--- src/design/sdtm_defines.vh ---
// Register offsets, field positions, reset values and debounce counts of the supply droop monitor.
`ifndef SDTM_DEFINES_VH
`define SDTM_DEFINES_VH
`define SDTM_OFF_IRQ_PEND      8'h07
`define SDTM_OFF_IRQ_MASK      8'h14
`define SDTM_OFF_WARN_A_CFG    8'hb4
`define SDTM_OFF_WARN_B_CFG    8'hb5
`define SDTM_OFF_CRIT_CFG      8'hb6
`define SDTM_OFF_OUT_A_BEH     8'hb7
`define SDTM_OFF_OUT_B_BEH     8'hb8
`define SDTM_OFF_OUT_CRIT_BEH  8'hb9
`define SDTM_OFF_THROTTLE_BEH  8'hba
`define SDTM_OFF_TRIP_ST       8'hbb
`define SDTM_OFF_OUT_ST        8'hbc
`define SDTM_RST_IRQ_PEND      8'h00
`define SDTM_RST_IRQ_MASK      8'h07
`define SDTM_RST_WARN_CFG      8'h04
`define SDTM_RST_CRIT_CFG      8'h06
`define SDTM_RST_BEH           8'h00
`define SDTM_BIT_PEND_WB       0
`define SDTM_BIT_PEND_WA       1
`define SDTM_BIT_PEND_CRIT     2
`define SDTM_BIT_PEND_SUM      3
`define SDTM_BIT_BEH_EN        0
`define SDTM_BIT_BEH_POL       1
`define SDTM_BIT_BEH_HOLD      2
`define SDTM_BIT_BEH_REL       3
`define SDTM_BIT_CFG_EN        3
`define SDTM_BIT_CRIT_SDWN     4
`define SDTM_BIT_THR_WB        0
`define SDTM_BIT_THR_WA        1
`define SDTM_BIT_THR_ST        2
`define SDTM_DEB_10            8'h0a
`define SDTM_DEB_20            8'h14
`define SDTM_DEB_30            8'h1e
`define SDTM_DEB_100           8'h64
`define SDTM_DEB_BASE          8'h02
`endif

--- src/design/sdtm_debounce.v ---
// Debounced trip qualifier for one supply level with edge events.
`timescale 1ns/1ps
module sdtm_debounce (
	input  wire       clk_sys_i,
	input  wire       rst_n_i,
	input  wire       active_i,
	input  wire       raw_below_i,
	input  wire [7:0] deb_cycles_i,
	output reg        below_o,
	output wire       event_o
);
	reg  [7:0] cnt_q;
	reg        evt_q;

	assign event_o = evt_q;

	always @(posedge clk_sys_i or negedge rst_n_i) begin
		if (!rst_n_i) begin
			cnt_q   <= 8'h00;
			below_o <= 1'b0;
			evt_q   <= 1'b0;
		end else begin
			evt_q <= 1'b0;
			if (!active_i) begin
				cnt_q   <= 8'h00;
				below_o <= 1'b0;
			end else if (raw_below_i == below_o) begin
				cnt_q <= 8'h00;
			end else if (cnt_q + 8'h01 >= deb_cycles_i) begin
				cnt_q   <= 8'h00;
				below_o <= raw_below_i;
				evt_q   <= 1'b1;
			end else begin
				cnt_q <= cnt_q + 8'h01;
			end
		end
	end
endmodule // sdtm_debounce

--- src/design/sdtm_monitor.v ---
// Supply droop trip monitor with three debounced levels, output pins and register file.
//
// Operation
// - Three levels, each a 3-bit code from 3.3V down to 2.6V.
// - Qualified warning A crossing drives disable A and raises an interrupt.
// - Qualified warning B crossing drives disable B and raises an interrupt.
// - Qualified critical crossing drives disable critical and raises an interrupt.
// - Crossings are evaluated only in the fully-on platform state.
// - Warning debounce codes map to 2..7, 10, 20, 30 and 100 cycles.
// - Critical debounce codes map to 2..7, 10 and 20 cycles.
// - Shutdown control at 0 starts shutdown below critical; 1 disables it.
// - Disable outputs follow trip conditions with enable, polarity and hold.
// - Throttle output combines temperature results and droop warnings.
// - Output enable 0 never asserts; 1 follows the trip condition.
// - Polarity 0 asserts low; polarity 1 asserts high.
// - Hold 1 keeps an output asserted until software releases it.
// - Release bit written 1 frees held output and clears itself.
// - Trip status reads 1 while supply is below each level.
// - Output status reads 1 while each output is asserted.
// - Each qualified entry and exit sets summary and level pending bits.
// - Recovery deasserts the level output unless held; its throttle deasserts regardless of hold.
// - Warning B crossing asserts throttle when its enable is set.
`timescale 1ns/1ps
`include "sdtm_defines.vh"
module sdtm_monitor (
	input  wire       clk_sys_i,
	input  wire       rst_n_i,
	input  wire       below_a_raw_i,
	input  wire       below_b_raw_i,
	input  wire       below_crit_raw_i,
	input  wire       platform_fully_on_state_i,
	input  wire       temp_throttle_req_i,
	input  wire [7:0] reg_addr_i,
	input  wire [7:0] reg_wdata_i,
	input  wire       reg_wr_i,
	input  wire       reg_rd_i,
	output reg  [7:0] reg_rdata_o,
	output wire [2:0] warn_a_level_o,
	output wire [2:0] warn_b_level_o,
	output wire [2:0] critical_level_o,
	output wire       droop_disable_a_pin_o,
	output wire       droop_disable_b_pin_o,
	output wire       disable_critical_pin_o,
	output wire       processor_throttle_n_o,
	output reg        shutdown_req_o,
	output wire       irq_n_o
);
	// Warning debounce code to cycle count.
	function [7:0] warn_deb;
		input [3:0] code;
		begin
			if (code <= 4'h5)
				warn_deb = `SDTM_DEB_BASE + {4'h0, code};
			else if (code == 4'h6)
				warn_deb = `SDTM_DEB_10;
			else if (code == 4'h7)
				warn_deb = `SDTM_DEB_20;
			else if (code == 4'h8)
				warn_deb = `SDTM_DEB_30;
			else
				warn_deb = `SDTM_DEB_100;
		end
	endfunction

	// Hold-aware asserted state of one disable output.
	function out_next;
		input [7:0] beh;
		input       cond;
		input       cur;
		begin
			if (!beh[`SDTM_BIT_BEH_EN])
				out_next = 1'b0;
			else if (cond)
				out_next = 1'b1;
			else if (beh[`SDTM_BIT_BEH_HOLD] && !beh[`SDTM_BIT_BEH_REL])
				out_next = cur;
			else
				out_next = 1'b0;
		end
	endfunction

	// Write strobe aimed at one register offset.
	function wr_hit;
		input       wr;
		input [7:0] addr;
		input [7:0] off;
		begin
			wr_hit = wr && (addr == off);
		end
	endfunction

	reg [7:0] pend_q;
	reg [7:0] mask_q;
	reg [7:0] cfg_a_q;
	reg [7:0] cfg_b_q;
	reg [7:0] cfg_c_q;
	reg [7:0] beh_a_q;
	reg [7:0] beh_b_q;
	reg [7:0] beh_c_q;
	reg [7:0] beh_t_q;
	reg       out_a_q;
	reg       out_b_q;
	reg       out_c_q;
	reg       thr_a_q;
	reg       thr_b_q;
	reg [2:0] raw_s1_q;
	reg [2:0] raw_s2_q;
	reg [1:0] on_sync_q;
	reg [1:0] temp_sync_q;
	reg       pulse_sum;

	wire       s0_on;
	wire       temp_hot;
	wire       below_a;
	wire       below_b;
	wire       below_c;
	wire       evt_a;
	wire       evt_b;
	wire       evt_c;
	wire       throttle;
	wire [7:0] trip_st;
	wire [7:0] out_st;
	wire       wr_pend;

	assign s0_on    = on_sync_q[1];
	assign temp_hot = temp_sync_q[1];

	// Comparator outputs and state pins are synchronised before use.
	always @(posedge clk_sys_i or negedge rst_n_i) begin
		if (!rst_n_i) begin
			raw_s1_q    <= 3'h0;
			raw_s2_q    <= 3'h0;
			on_sync_q   <= 2'h0;
			temp_sync_q <= 2'h0;
		end else begin
			raw_s1_q    <= {below_crit_raw_i, below_b_raw_i, below_a_raw_i};
			raw_s2_q    <= raw_s1_q;
			on_sync_q   <= {on_sync_q[0], platform_fully_on_state_i};
			temp_sync_q <= {temp_sync_q[0], temp_throttle_req_i};
		end
	end

	assign warn_a_level_o   = cfg_a_q[2:0];
	assign warn_b_level_o   = cfg_b_q[2:0];
	assign critical_level_o = cfg_c_q[2:0];

	sdtm_debounce u_deb_a (
		.clk_sys_i    (clk_sys_i),
		.rst_n_i      (rst_n_i),
		.active_i     (s0_on & cfg_a_q[`SDTM_BIT_CFG_EN]),
		.raw_below_i  (raw_s2_q[0]),
		.deb_cycles_i (warn_deb(cfg_a_q[7:4])),
		.below_o      (below_a),
		.event_o      (evt_a)
	);

	sdtm_debounce u_deb_b (
		.clk_sys_i    (clk_sys_i),
		.rst_n_i      (rst_n_i),
		.active_i     (s0_on & cfg_b_q[`SDTM_BIT_CFG_EN]),
		.raw_below_i  (raw_s2_q[1]),
		.deb_cycles_i (warn_deb(cfg_b_q[7:4])),
		.below_o      (below_b),
		.event_o      (evt_b)
	);

	sdtm_debounce u_deb_c (
		.clk_sys_i    (clk_sys_i),
		.rst_n_i      (rst_n_i),
		.active_i     (s0_on & cfg_c_q[`SDTM_BIT_CFG_EN]),
		.raw_below_i  (raw_s2_q[2]),
		.deb_cycles_i (warn_deb({1'b0, cfg_c_q[7:5]})),
		.below_o      (below_c),
		.event_o      (evt_c)
	);

	assign wr_pend = reg_wr_i && (reg_addr_i == `SDTM_OFF_IRQ_PEND);

	always @* begin
		pulse_sum = evt_a | evt_b | evt_c;
	end

	// Write 1 clears a pending bit; a new event in the same cycle wins.
	always @(posedge clk_sys_i or negedge rst_n_i) begin
		if (!rst_n_i) begin
			pend_q <= `SDTM_RST_IRQ_PEND;
		end else begin
			pend_q <= (pend_q & ~(wr_pend ? reg_wdata_i : 8'h00))
				| {4'h0, pulse_sum, evt_c, evt_a, evt_b};
		end
	end

	// Each configuration register is replaced as a whole by a write to its offset.
	always @(posedge clk_sys_i or negedge rst_n_i) begin
		if (!rst_n_i) begin
			mask_q <= `SDTM_RST_IRQ_MASK;
		end else if (wr_hit(reg_wr_i, reg_addr_i, `SDTM_OFF_IRQ_MASK)) begin
			mask_q <= {5'h00, reg_wdata_i[2:0]};
		end
	end

	always @(posedge clk_sys_i or negedge rst_n_i) begin
		if (!rst_n_i) begin
			cfg_a_q <= `SDTM_RST_WARN_CFG;
		end else if (wr_hit(reg_wr_i, reg_addr_i, `SDTM_OFF_WARN_A_CFG)) begin
			cfg_a_q <= reg_wdata_i;
		end
	end

	always @(posedge clk_sys_i or negedge rst_n_i) begin
		if (!rst_n_i) begin
			cfg_b_q <= `SDTM_RST_WARN_CFG;
		end else if (wr_hit(reg_wr_i, reg_addr_i, `SDTM_OFF_WARN_B_CFG)) begin
			cfg_b_q <= reg_wdata_i;
		end
	end

	always @(posedge clk_sys_i or negedge rst_n_i) begin
		if (!rst_n_i) begin
			cfg_c_q <= `SDTM_RST_CRIT_CFG;
		end else if (wr_hit(reg_wr_i, reg_addr_i, `SDTM_OFF_CRIT_CFG)) begin
			cfg_c_q <= reg_wdata_i;
		end
	end

	always @(posedge clk_sys_i or negedge rst_n_i) begin
		if (!rst_n_i) begin
			beh_a_q <= `SDTM_RST_BEH;
		end else if (wr_hit(reg_wr_i, reg_addr_i, `SDTM_OFF_OUT_A_BEH)) begin
			beh_a_q <= {4'h0, reg_wdata_i[3:0]};
		end else begin
			beh_a_q[`SDTM_BIT_BEH_REL] <= 1'b0;
		end
	end

	always @(posedge clk_sys_i or negedge rst_n_i) begin
		if (!rst_n_i) begin
			beh_b_q <= `SDTM_RST_BEH;
		end else if (wr_hit(reg_wr_i, reg_addr_i, `SDTM_OFF_OUT_B_BEH)) begin
			beh_b_q <= {4'h0, reg_wdata_i[3:0]};
		end else begin
			beh_b_q[`SDTM_BIT_BEH_REL] <= 1'b0;
		end
	end

	always @(posedge clk_sys_i or negedge rst_n_i) begin
		if (!rst_n_i) begin
			beh_c_q <= `SDTM_RST_BEH;
		end else if (wr_hit(reg_wr_i, reg_addr_i, `SDTM_OFF_OUT_CRIT_BEH)) begin
			beh_c_q <= {4'h0, reg_wdata_i[3:0]};
		end else begin
			beh_c_q[`SDTM_BIT_BEH_REL] <= 1'b0;
		end
	end

	always @(posedge clk_sys_i or negedge rst_n_i) begin
		if (!rst_n_i) begin
			beh_t_q <= `SDTM_RST_BEH;
		end else if (wr_hit(reg_wr_i, reg_addr_i, `SDTM_OFF_THROTTLE_BEH)) begin
			beh_t_q <= {5'h00, reg_wdata_i[2:0]};
		end
	end

	// Disable outputs, throttle assertions from warning zones and the shutdown request.
	always @(posedge clk_sys_i or negedge rst_n_i) begin
		if (!rst_n_i) begin
			out_a_q <= 1'b0;
		end else begin
			out_a_q <= out_next(beh_a_q, below_a, out_a_q);
		end
	end

	always @(posedge clk_sys_i or negedge rst_n_i) begin
		if (!rst_n_i) begin
			out_b_q <= 1'b0;
		end else begin
			out_b_q <= out_next(beh_b_q, below_b, out_b_q);
		end
	end

	always @(posedge clk_sys_i or negedge rst_n_i) begin
		if (!rst_n_i) begin
			out_c_q <= 1'b0;
		end else begin
			out_c_q <= out_next(beh_c_q, below_c, out_c_q);
		end
	end

	always @(posedge clk_sys_i or negedge rst_n_i) begin
		if (!rst_n_i) begin
			thr_a_q <= 1'b0;
		end else begin
			thr_a_q <= beh_t_q[`SDTM_BIT_THR_WA] & below_a;
		end
	end

	always @(posedge clk_sys_i or negedge rst_n_i) begin
		if (!rst_n_i) begin
			thr_b_q <= 1'b0;
		end else begin
			thr_b_q <= beh_t_q[`SDTM_BIT_THR_WB] & below_b;
		end
	end

	always @(posedge clk_sys_i or negedge rst_n_i) begin
		if (!rst_n_i) begin
			shutdown_req_o <= 1'b0;
		end else begin
			shutdown_req_o <= below_c & ~cfg_c_q[`SDTM_BIT_CRIT_SDWN];
		end
	end

	assign throttle = temp_hot | thr_a_q | thr_b_q;

	// Pin level equals polarity when asserted and its inverse otherwise.
	assign droop_disable_a_pin_o  = ~(out_a_q ^ beh_a_q[`SDTM_BIT_BEH_POL]);
	assign droop_disable_b_pin_o  = ~(out_b_q ^ beh_b_q[`SDTM_BIT_BEH_POL]);
	assign disable_critical_pin_o = ~(out_c_q ^ beh_c_q[`SDTM_BIT_BEH_POL]);
	assign processor_throttle_n_o = ~throttle;

	assign irq_n_o = ~(|(pend_q[2:0] & ~mask_q[2:0]));

	assign trip_st = {5'h00, below_c, below_a, below_b};
	assign out_st  = {4'h0, throttle, out_a_q, out_b_q, out_c_q};

	// Read data is registered; unmapped offsets read zero.
	always @(posedge clk_sys_i or negedge rst_n_i) begin
		if (!rst_n_i) begin
			reg_rdata_o <= 8'h00;
		end else if (reg_rd_i) begin
			case (reg_addr_i)
				`SDTM_OFF_IRQ_PEND:     reg_rdata_o <= pend_q;
				`SDTM_OFF_IRQ_MASK:     reg_rdata_o <= mask_q;
				`SDTM_OFF_WARN_A_CFG:   reg_rdata_o <= cfg_a_q;
				`SDTM_OFF_WARN_B_CFG:   reg_rdata_o <= cfg_b_q;
				`SDTM_OFF_CRIT_CFG:     reg_rdata_o <= cfg_c_q;
				`SDTM_OFF_OUT_A_BEH:    reg_rdata_o <= beh_a_q;
				`SDTM_OFF_OUT_B_BEH:    reg_rdata_o <= beh_b_q;
				`SDTM_OFF_OUT_CRIT_BEH: reg_rdata_o <= beh_c_q;
				`SDTM_OFF_THROTTLE_BEH: reg_rdata_o <= {beh_t_q[7:3], throttle, beh_t_q[1:0]};
				`SDTM_OFF_TRIP_ST:      reg_rdata_o <= trip_st;
				`SDTM_OFF_OUT_ST:       reg_rdata_o <= out_st;
				default:                reg_rdata_o <= 8'h00;
			endcase
		end
	end
endmodule // sdtm_monitor

--- config.mk ---
export PLATFORM = sky130hd
export DESIGN_NAME = sdtm_monitor
export DESIGN_NICKNAME = d
export VERILOG_FILES = /design/src/design/sdtm_debounce.v /design/src/design/sdtm_monitor.v
export VERILOG_INCLUDE_DIRS = /design/src /design/src/design
export SDC_FILE = /design/constraint.sdc
export NUM_CORES = 1
export LEC_CHECK = 0
export ABC_AREA = 0
export BUFFER_PORTS_ARGS = -buffer_cell sky130_fd_sc_hd__buf_4
export CORE_UTILIZATION = 64
export DETAILED_ROUTE_END_ITERATION = 16
export PLACE_DENSITY = 0.95
export RECOVER_POWER = 100
export SYNTH_ARGS = -nofsm -noshare
export SYNTH_HDL_FRONTEND = slang
export SYNTH_SLANG_ARGS = --single-unit
--- constraint.sdc ---
create_clock -name clk_sys_i -period 5 [get_ports clk_sys_i]
set_input_delay 1 -clock clk_sys_i [delete_from_list [all_inputs] [get_ports clk_sys_i]]
set_output_delay 1 -clock clk_sys_i [all_outputs]
set_load 0.05 [all_outputs]
Yosys cells after proc, flatten, opt, wreduce, memory -nomap -nowiden

Index checks and enable logic that the tools add are counted.

Word-level logic and storage cells: 170
Bits in registers: 103
Bits of input ports: 25

Add/subtract/negate cells: 6
Bitwise gates (word level): 24
Reductions and logical operators: 19
Muxes and demuxes: 52
Eq/ne operators: 31
Order comparisons: 6

Operator list:

| operator                                                       | count |
|---|---|
| two-way mux 8 bit                                              | 14 |
| one-hot mux 8 bit (11 select lines)                            | 1 |
| == test 8 bit, second input constant                           | 9 |
| two-way mux 7 bit                                              | 7 |
| two-way mux 1 bit                                              | 30 |
| adder 8 x 1 -> 8 bit, second input constant                    | 3 |
| == test 4 x 3 -> 1 bit, second input constant                  | 4 |
| >= comparator 8 bit                                            | 2 |
| logical AND 1 bit                                              | 12 |
| != test 2 bit, second input constant                           | 6 |
| adder 2 x 4 -> 5 bit, first input constant                     | 2 |
| != test 3 x 2 -> 1 bit, second input constant                  | 3 |
| bitwise AND 8 bit                                              | 1 |
| == test 4 bit, second input constant                           | 2 |
| == test 8 x 3 -> 1 bit, second input constant                  | 1 |
| == test 8 x 5 -> 1 bit, second input constant                  | 1 |
| >= comparator 8 x 7 -> 1 bit                                   | 1 |
| less-or-equal comparator 4 x 3 -> 1 bit, second input constant | 2 |
| NOT 8 bit                                                      | 1 |
| bitwise OR 8 x 4 -> 8 bit                                      | 1 |
| bitwise AND 1 bit                                              | 6 |
| == test 3 bit, second input constant                           | 2 |
| NOT 1 bit                                                      | 6 |
| AND reduction 2 bit                                            | 3 |
| other kinds (9)                                                | 18 |

Longest topological paths before layout

Word-level depth: 9
Mapped depth: 12
Mapped depth without buffers: 11

Cells and area by module

From an unflattened synthesis, not the netlist that was laid out.

Cell total of the unflattened synthesis: 544
Area total of the unflattened synthesis: 5,688.0 um^2

By module, submodules not included:

| module        | times used | sequential area each (um^2) | area each (um^2) | cells an instance |
|---|---|---|---|---|
| sdtm_monitor  | 1          | 1,835.5                     | 3,777.4          | 343 |
| sdtm_debounce | 3          | 250.2                       | 636.9            | 67 |

Worst setup path after synthesis

No wires, ideal clock.

Path type: register to output
Start point: register mask_q[2]
End point: output port irq_n_o
Data required time: 4.000 ns
Stages on the path, launching flop included: 3
Setup slack: 2.131 ns
Data arrival time: 1.869 ns
Buffers on the path: 0
Path through: dfstp_2 -> inv_1 -> a222oi_1

Longest elaborated chain between the ends: 4

Ends and longest elaborated chain:

| what                   | line               | source |
|---|---|---|
| from (decl)            | sdtm_monitor.v:93  | `reg [7:0] mask_q;` |
| from (signal assigned) | sdtm_monitor.v:196 | `` mask_q <= `SDTM_RST_IRQ_MASK; `` |
| from (signal assigned) | sdtm_monitor.v:198 | `mask_q <= {5'h00, reg_wdata_i[2:0]};` |
| NOT 3 bit              | sdtm_monitor.v:321 | `assign irq_n_o = ~(\|(pend_q[2:0] & ~mask_q[2:0]));` |
| bitwise AND 3 bit      | sdtm_monitor.v:321 |  |
| OR reduction 3 bit     | sdtm_monitor.v:321 |  |
| NOT 1 bit              | sdtm_monitor.v:321 |  |
| to (decl)              | sdtm_monitor.v:46  | `output wire irq_n_o` |

No other way between the ends.

Final worst setup path

Start point: input port reg_addr_i[0]
End point: register pend_q[3]

Longest elaborated chain between the ends: 6

Ends and longest elaborated chain:

| what                      | line               | source |
|---|---|---|
| from (decl)               | sdtm_monitor.v:33  | `input wire [7:0] reg_addr_i,` |
| == test 8 x 3 -> 1 bit    | --                 |  |
| logical AND 1 bit         | sdtm_monitor.v:177 | `` assign wr_pend = reg_wr_i && (reg_addr_i == `SDTM_OFF_IRQ_PEND); `` |
| two-way mux 8 bit         | sdtm_monitor.v:188 | `pend_q <= (pend_q & ~(wr_pend ? reg_wdata_i : 8'h00))` |
| NOT 8 bit                 | sdtm_monitor.v:188 |  |
| bitwise AND 8 bit         | sdtm_monitor.v:188 |  |
| bitwise OR 8 x 4 -> 8 bit | sdtm_monitor.v:189 | `\| {4'h0, pulse_sum, evt_c, evt_a, evt_b};` |
| to (signal assigned)      | sdtm_monitor.v:186 | `` pend_q <= `SDTM_RST_IRQ_PEND; `` |
| to (signal assigned)      | sdtm_monitor.v:188 |  |
| to (decl)                 | sdtm_monitor.v:92  | `reg [7:0] pend_q;` |

No other way between the ends.
A chain may end at the register's enable or synchronous reset.

==> impl_metrics.json <==
{
  "io_buffers": 47,
  "worst_ep_required_time_ns": 5.27,
  "combPwrFrac_pct": 10.2,
  "drc": 0,
  "yosys_register_bits": 103,
  "grt_pass1_wl_microns": 20300,
  "holdPathStages": 0,
  "coreArea_sq_mm": 0.00822,
  "power.share.switching_pct": 29.3,
  "worst-path-max-fanout": 20,
  "die_area_sq_mm": 0.00882,
  "post-cts-setup-buffer-count": 0,
  "clk_pin_slew_worst_paths_ns": 0.11,
  "layout.cells.most_common_list": "sky130_fd_sc_hd__dfrtp_1, sky130_fd_sc_hd__nand2_1, sky130_fd_sc_hd__mux2_2",
  "cts.sinks": 103,
  "cp.arrival_ns": 3.66,
  "final_common_cell": "sky130_fd_sc_hd__dfrtp_1",
  "static-leakage-power_nw": 2.74,
  "min_period_over_period_pct": 67.7,
  "clock_latency_ns": 0.38,
  "busiest_layer": "met2",
  "clock_path_buffers": 2,
  "grt_max_degree": 62,
  "yosys-mux-area-fraction_pct": 10.6,
  "wl_per_cell_microns": 20.3,
  "fillers": 588,
  "globalRouteMet3Util_pct": 6.39,
  "r2r-end": "u_deb_c.cnt_q[6]$_DFF_PN0_",
  "ff2ff_setup_slack_ns": 2.12,
  "min-delay-start": "on_sync_q[0]$_DFF_PN0_",
  "worst_hold_path_ep": "on_sync_q[1]$_DFF_PN0_",
  "antenna_violations_before_repair": 0,
  "tightest_slew_ns": 2.27,
  "reg2regPathDepth": 11,
  "final.setup.tns_ns": 0,
  "synth-async-reset-ratio_pct": 100,
  "postSynth.topFlopCell": "sky130_fd_sc_hd__dfrtp_1",
  "crit_top_cell": "sky130_fd_sc_hd__nand2_1",
  "grtUsageMet1_pct": 39.2,
  "synth_compound_area_share_pct": 12.4,
  "crit_slowest_cell": "sky130_fd_sc_hd__nor4_1",
  "power.share.clock_pct": 33.5,
  "route.detailed.vias_per_inst": 6.62,
  "setup.worst_path.start": "reg_addr_i[0]",
  "final_net_count": 577,
  "setup_crit_path_kind": "in -> reg",
  "post_cts_hold_buffer_count": 0,
  "synthCells": 490,
  "synth.yosys.warnings": 0,
  "synth_enable_flop_cells": 0,
  "detailed_router_iteration_count_before_antenna_repair": 5,
  "post_route_cells_drive_above_1_share_pct": 15.7,
  "cts_htree_levels": 3,
  "hold_class": "reg -> reg",
  "avgSynthCellArea_sq_um": 11.0,
  "r2r_start": "cfg_c_q[6]$_DFFE_PN0P_",
  "synth_simple_gate_area_share_pct": 15.3,
  "hold_ws_ns": 0.360,
  "totalWireLength_microns": 12900,
  "clock-root-buffer": "sky130_fd_sc_hd__clkbuf_8",
  "min_period_ns": 3.39,
  "worstPathCellList": "clkbuf_1 -> nand2_1 -> nor4_1 -> and2_0 -> nand2_1 -> a2111o_1",
  "stdcell_area_sq_mm": 0.00586,
  "grt_pass1_vias": 4074,
  "fp.dieH_microns": 93.9,
  "outcome": "finished with violations",
  "synth_area_sq_mm": 0.00541,
  "power.density_mw_per_mm2": 272,
  "internal_power_mw": 1.13,
  "gp_routability_congestion": 0.868,
  "start_util_pct": 65.8,
  "cp_peak_stage_delay_ns": 0.80,
  "chipWidth_microns": 93.9,
  "globalRouteTotalUtil_pct": 30.8,
  "maxClockFrequency_ghz": 0.295,
  "start_kind": "input pin",
  "cts-resized-gates": 0,
  "max_slew_margin_pct": -51.5,
  "dp_hpwl_microns": 9030,
  "synth-adder-area-share_pct": 6.48,
  "worstSetupEndpointType": "register",
  "clock_skew_ns": 0.0100,
  "p_seq_share_pct": 56.3,
  "violations": "capacitance limit, slew limit",
  "rows": 33,
  "synth.yosys.seq_area_share_pct": 47.8,
  "overflow": 0,
  "ant_nets": 0,
  "areaGrowthSynthToFinish_pct": 8.39,
  "largest_family_of_logic_cells_by_synthesized_area": "simple AND/OR/NAND/NOR gates",
  "dr.first_iter.drc_count": 317,
  "finalHoldViolCount": 0,
  "ys_types": 55,
  "synth_xor_area_share_pct": 3.72,
  "route.vias.total": 4205,
  "placed_cell_area_sq_mm": 0.00577,
  "max-vdd-ir-drop_v": 0.000190,
  "setup_violations": 0,
  "rsz0062_at_grt": "false",
  "final-max-slew-violation-count": 44,
  "cts_made_buffers": 9,
  "power.net_switching_mw": 0.468,
  "gr-usage-met2_pct": 49.3,
  "dp.cells": 618,
  "stdcell_count": 635,
  "max-cap-violations": 1,
  "tritoncts": "done",
  "ios": 48
}
## how the worst max path moves through the flow
stage                                       endpoint  slack [ns]
after floorplan                              irq_n_o        2.13
after global placement        cfg_c_q[0]$_DFFE_PN0P_        2.33
after detailed placement  u_deb_c.cnt_q[5]$_DFF_PN0_        2.24
after CTS                 u_deb_c.cnt_q[6]$_DFF_PN0_        2.13
after global routing          cfg_b_q[1]$_DFFE_PN0P_        1.18
final                            pend_q[3]$_DFF_PN0_        1.61
## kinds of logic (layout without fill, tap and decap cells)
group,Yosys count,after routing
AND/OR/NAND/NOR,152,152
flip-flops,103,103
AO/OA/AOI/OAI,97,97
multiplexers,46,46
buffers and inverters,40,77
adder cells (fa/ha/maj),28,28
XOR/XNOR,23,23
other,1,4
## power by group through the flow
stage	logic [mW]	registers, mW	clock network (mW)
6_report	0.163	0.898	0.535
2_1_floorplan	0.114	0.896	0
3_5_place_dp	0.166	0.912	0
3_3_place_gp	0.157	0.909	0
5_1_grt	0.176	0.901	0.574
4_1_cts	0.169	0.897	0.537
## final cells by class
type                       instances  area (sq um)  share of cell area, %
antenna                            1          2.50                 0.0427
tap                              105           131                   2.24
timing repair buffer              49           270                   4.61
clock buffer                       9           124                   2.11
multi-input combinational        349          2610                   44.5
clock inverter                     7          92.6                   1.58
sequential                       103          2590                   44.1
inverter                          12          45.0                  0.768
## synthesized netlist by cell type (3+ instances only)
master / count / share of area, %
sky130_fd_sc_hd__xnor2_1: 11 / 1.8
sky130_fd_sc_hd__o21a_1: 5 / 0.69
sky130_fd_sc_hd__nand2_1: 30 / 2.1
sky130_fd_sc_hd__mux2_2: 32 / 6.7
sky130_fd_sc_hd__a222oi_1: 3 / 0.56
sky130_fd_sc_hd__a21o_1: 7 / 0.97
sky130_fd_sc_hd__ha_1: 28 / 6.5
sky130_fd_sc_hd__nand4_1: 4 / 0.46
sky130_fd_sc_hd__a21boi_0: 5 / 0.69
sky130_fd_sc_hd__o2bb2ai_1: 6 / 0.97
sky130_fd_sc_hd__inv_1: 12 / 0.83
sky130_fd_sc_hd__and4b_1: 4 / 0.74
sky130_fd_sc_hd__a21oi_1: 17 / 1.6
sky130_fd_sc_hd__nand3_1: 23 / 2.1
sky130_fd_sc_hd__dfstp_2: 7 / 3.4
sky130_fd_sc_hd__nor2b_1: 21 / 2.4
sky130_fd_sc_hd__o2111a_1: 3 / 0.62
sky130_fd_sc_hd__nor3_1: 5 / 0.46
sky130_fd_sc_hd__nand2b_1: 4 / 0.46
sky130_fd_sc_hd__buf_4: 10 / 1.4
sky130_fd_sc_hd__o21ai_0: 22 / 2.0
sky130_fd_sc_hd__a22oi_1: 9 / 1.2
sky130_fd_sc_hd__clkbuf_1: 14 / 0.97
sky130_fd_sc_hd__nor2_1: 28 / 1.9
sky130_fd_sc_hd__xor2_1: 12 / 1.9
sky130_fd_sc_hd__and3_1: 10 / 1.2
sky130_fd_sc_hd__and2_1: 6 / 0.69
sky130_fd_sc_hd__dfrtp_1: 96 / 44
sky130_fd_sc_hd__nor3b_1: 4 / 0.56
sky130_fd_sc_hd__mux2i_1: 8 / 1.5
sky130_fd_sc_hd__or3_1: 4 / 0.46
sky130_fd_sc_hd__mux4_2: 6 / 2.5
sky130_fd_sc_hd__buf_2: 4 / 0.37
## worst max-delay path: cells and delay by family
kind	cells	cell delay, ns
and+or+nand+nor	4	1.52
buffers and inverters	1	0.71
AOI/OAI and AO/OA	1	0.41
## stage by stage
stage	setup slack (ns)	utilization (%)	total power [mW]
after detailed placement	2.24	70.2	1.08
after global routing	1.18	71.3	1.65
final	1.61	71.4	1.60
after floorplan	2.13	-	1.01
after CTS	2.13	72.8	1.60
after global placement	2.33	70.2	1.07
## routing by layer
| metal | routed length [microns] | vias to the layer above | share of wire (%) |
|---|---|---|---|
| met2 | 6290 | 219 | 49 |
| met1 | 5070 | 2104 | 39 |
| met5 | 0 | - | 0 |
| li1 | - | 1827 | - |
| met3 | 980 | 55 | 7.6 |
| met4 | 553 | 0 | 4.3 |
## state kept, by name (all words and copies together) (netlist names), 8 cells and up
name and cells:
cfg_a_q 8, cfg_b_q 8, cfg_c_q 8, pend_q 8, reg_rdata_o 8, u_deb_a.cnt_q 8
u_deb_b.cnt_q 8, u_deb_c.cnt_q 8
(Power assumes the default switching activity.)
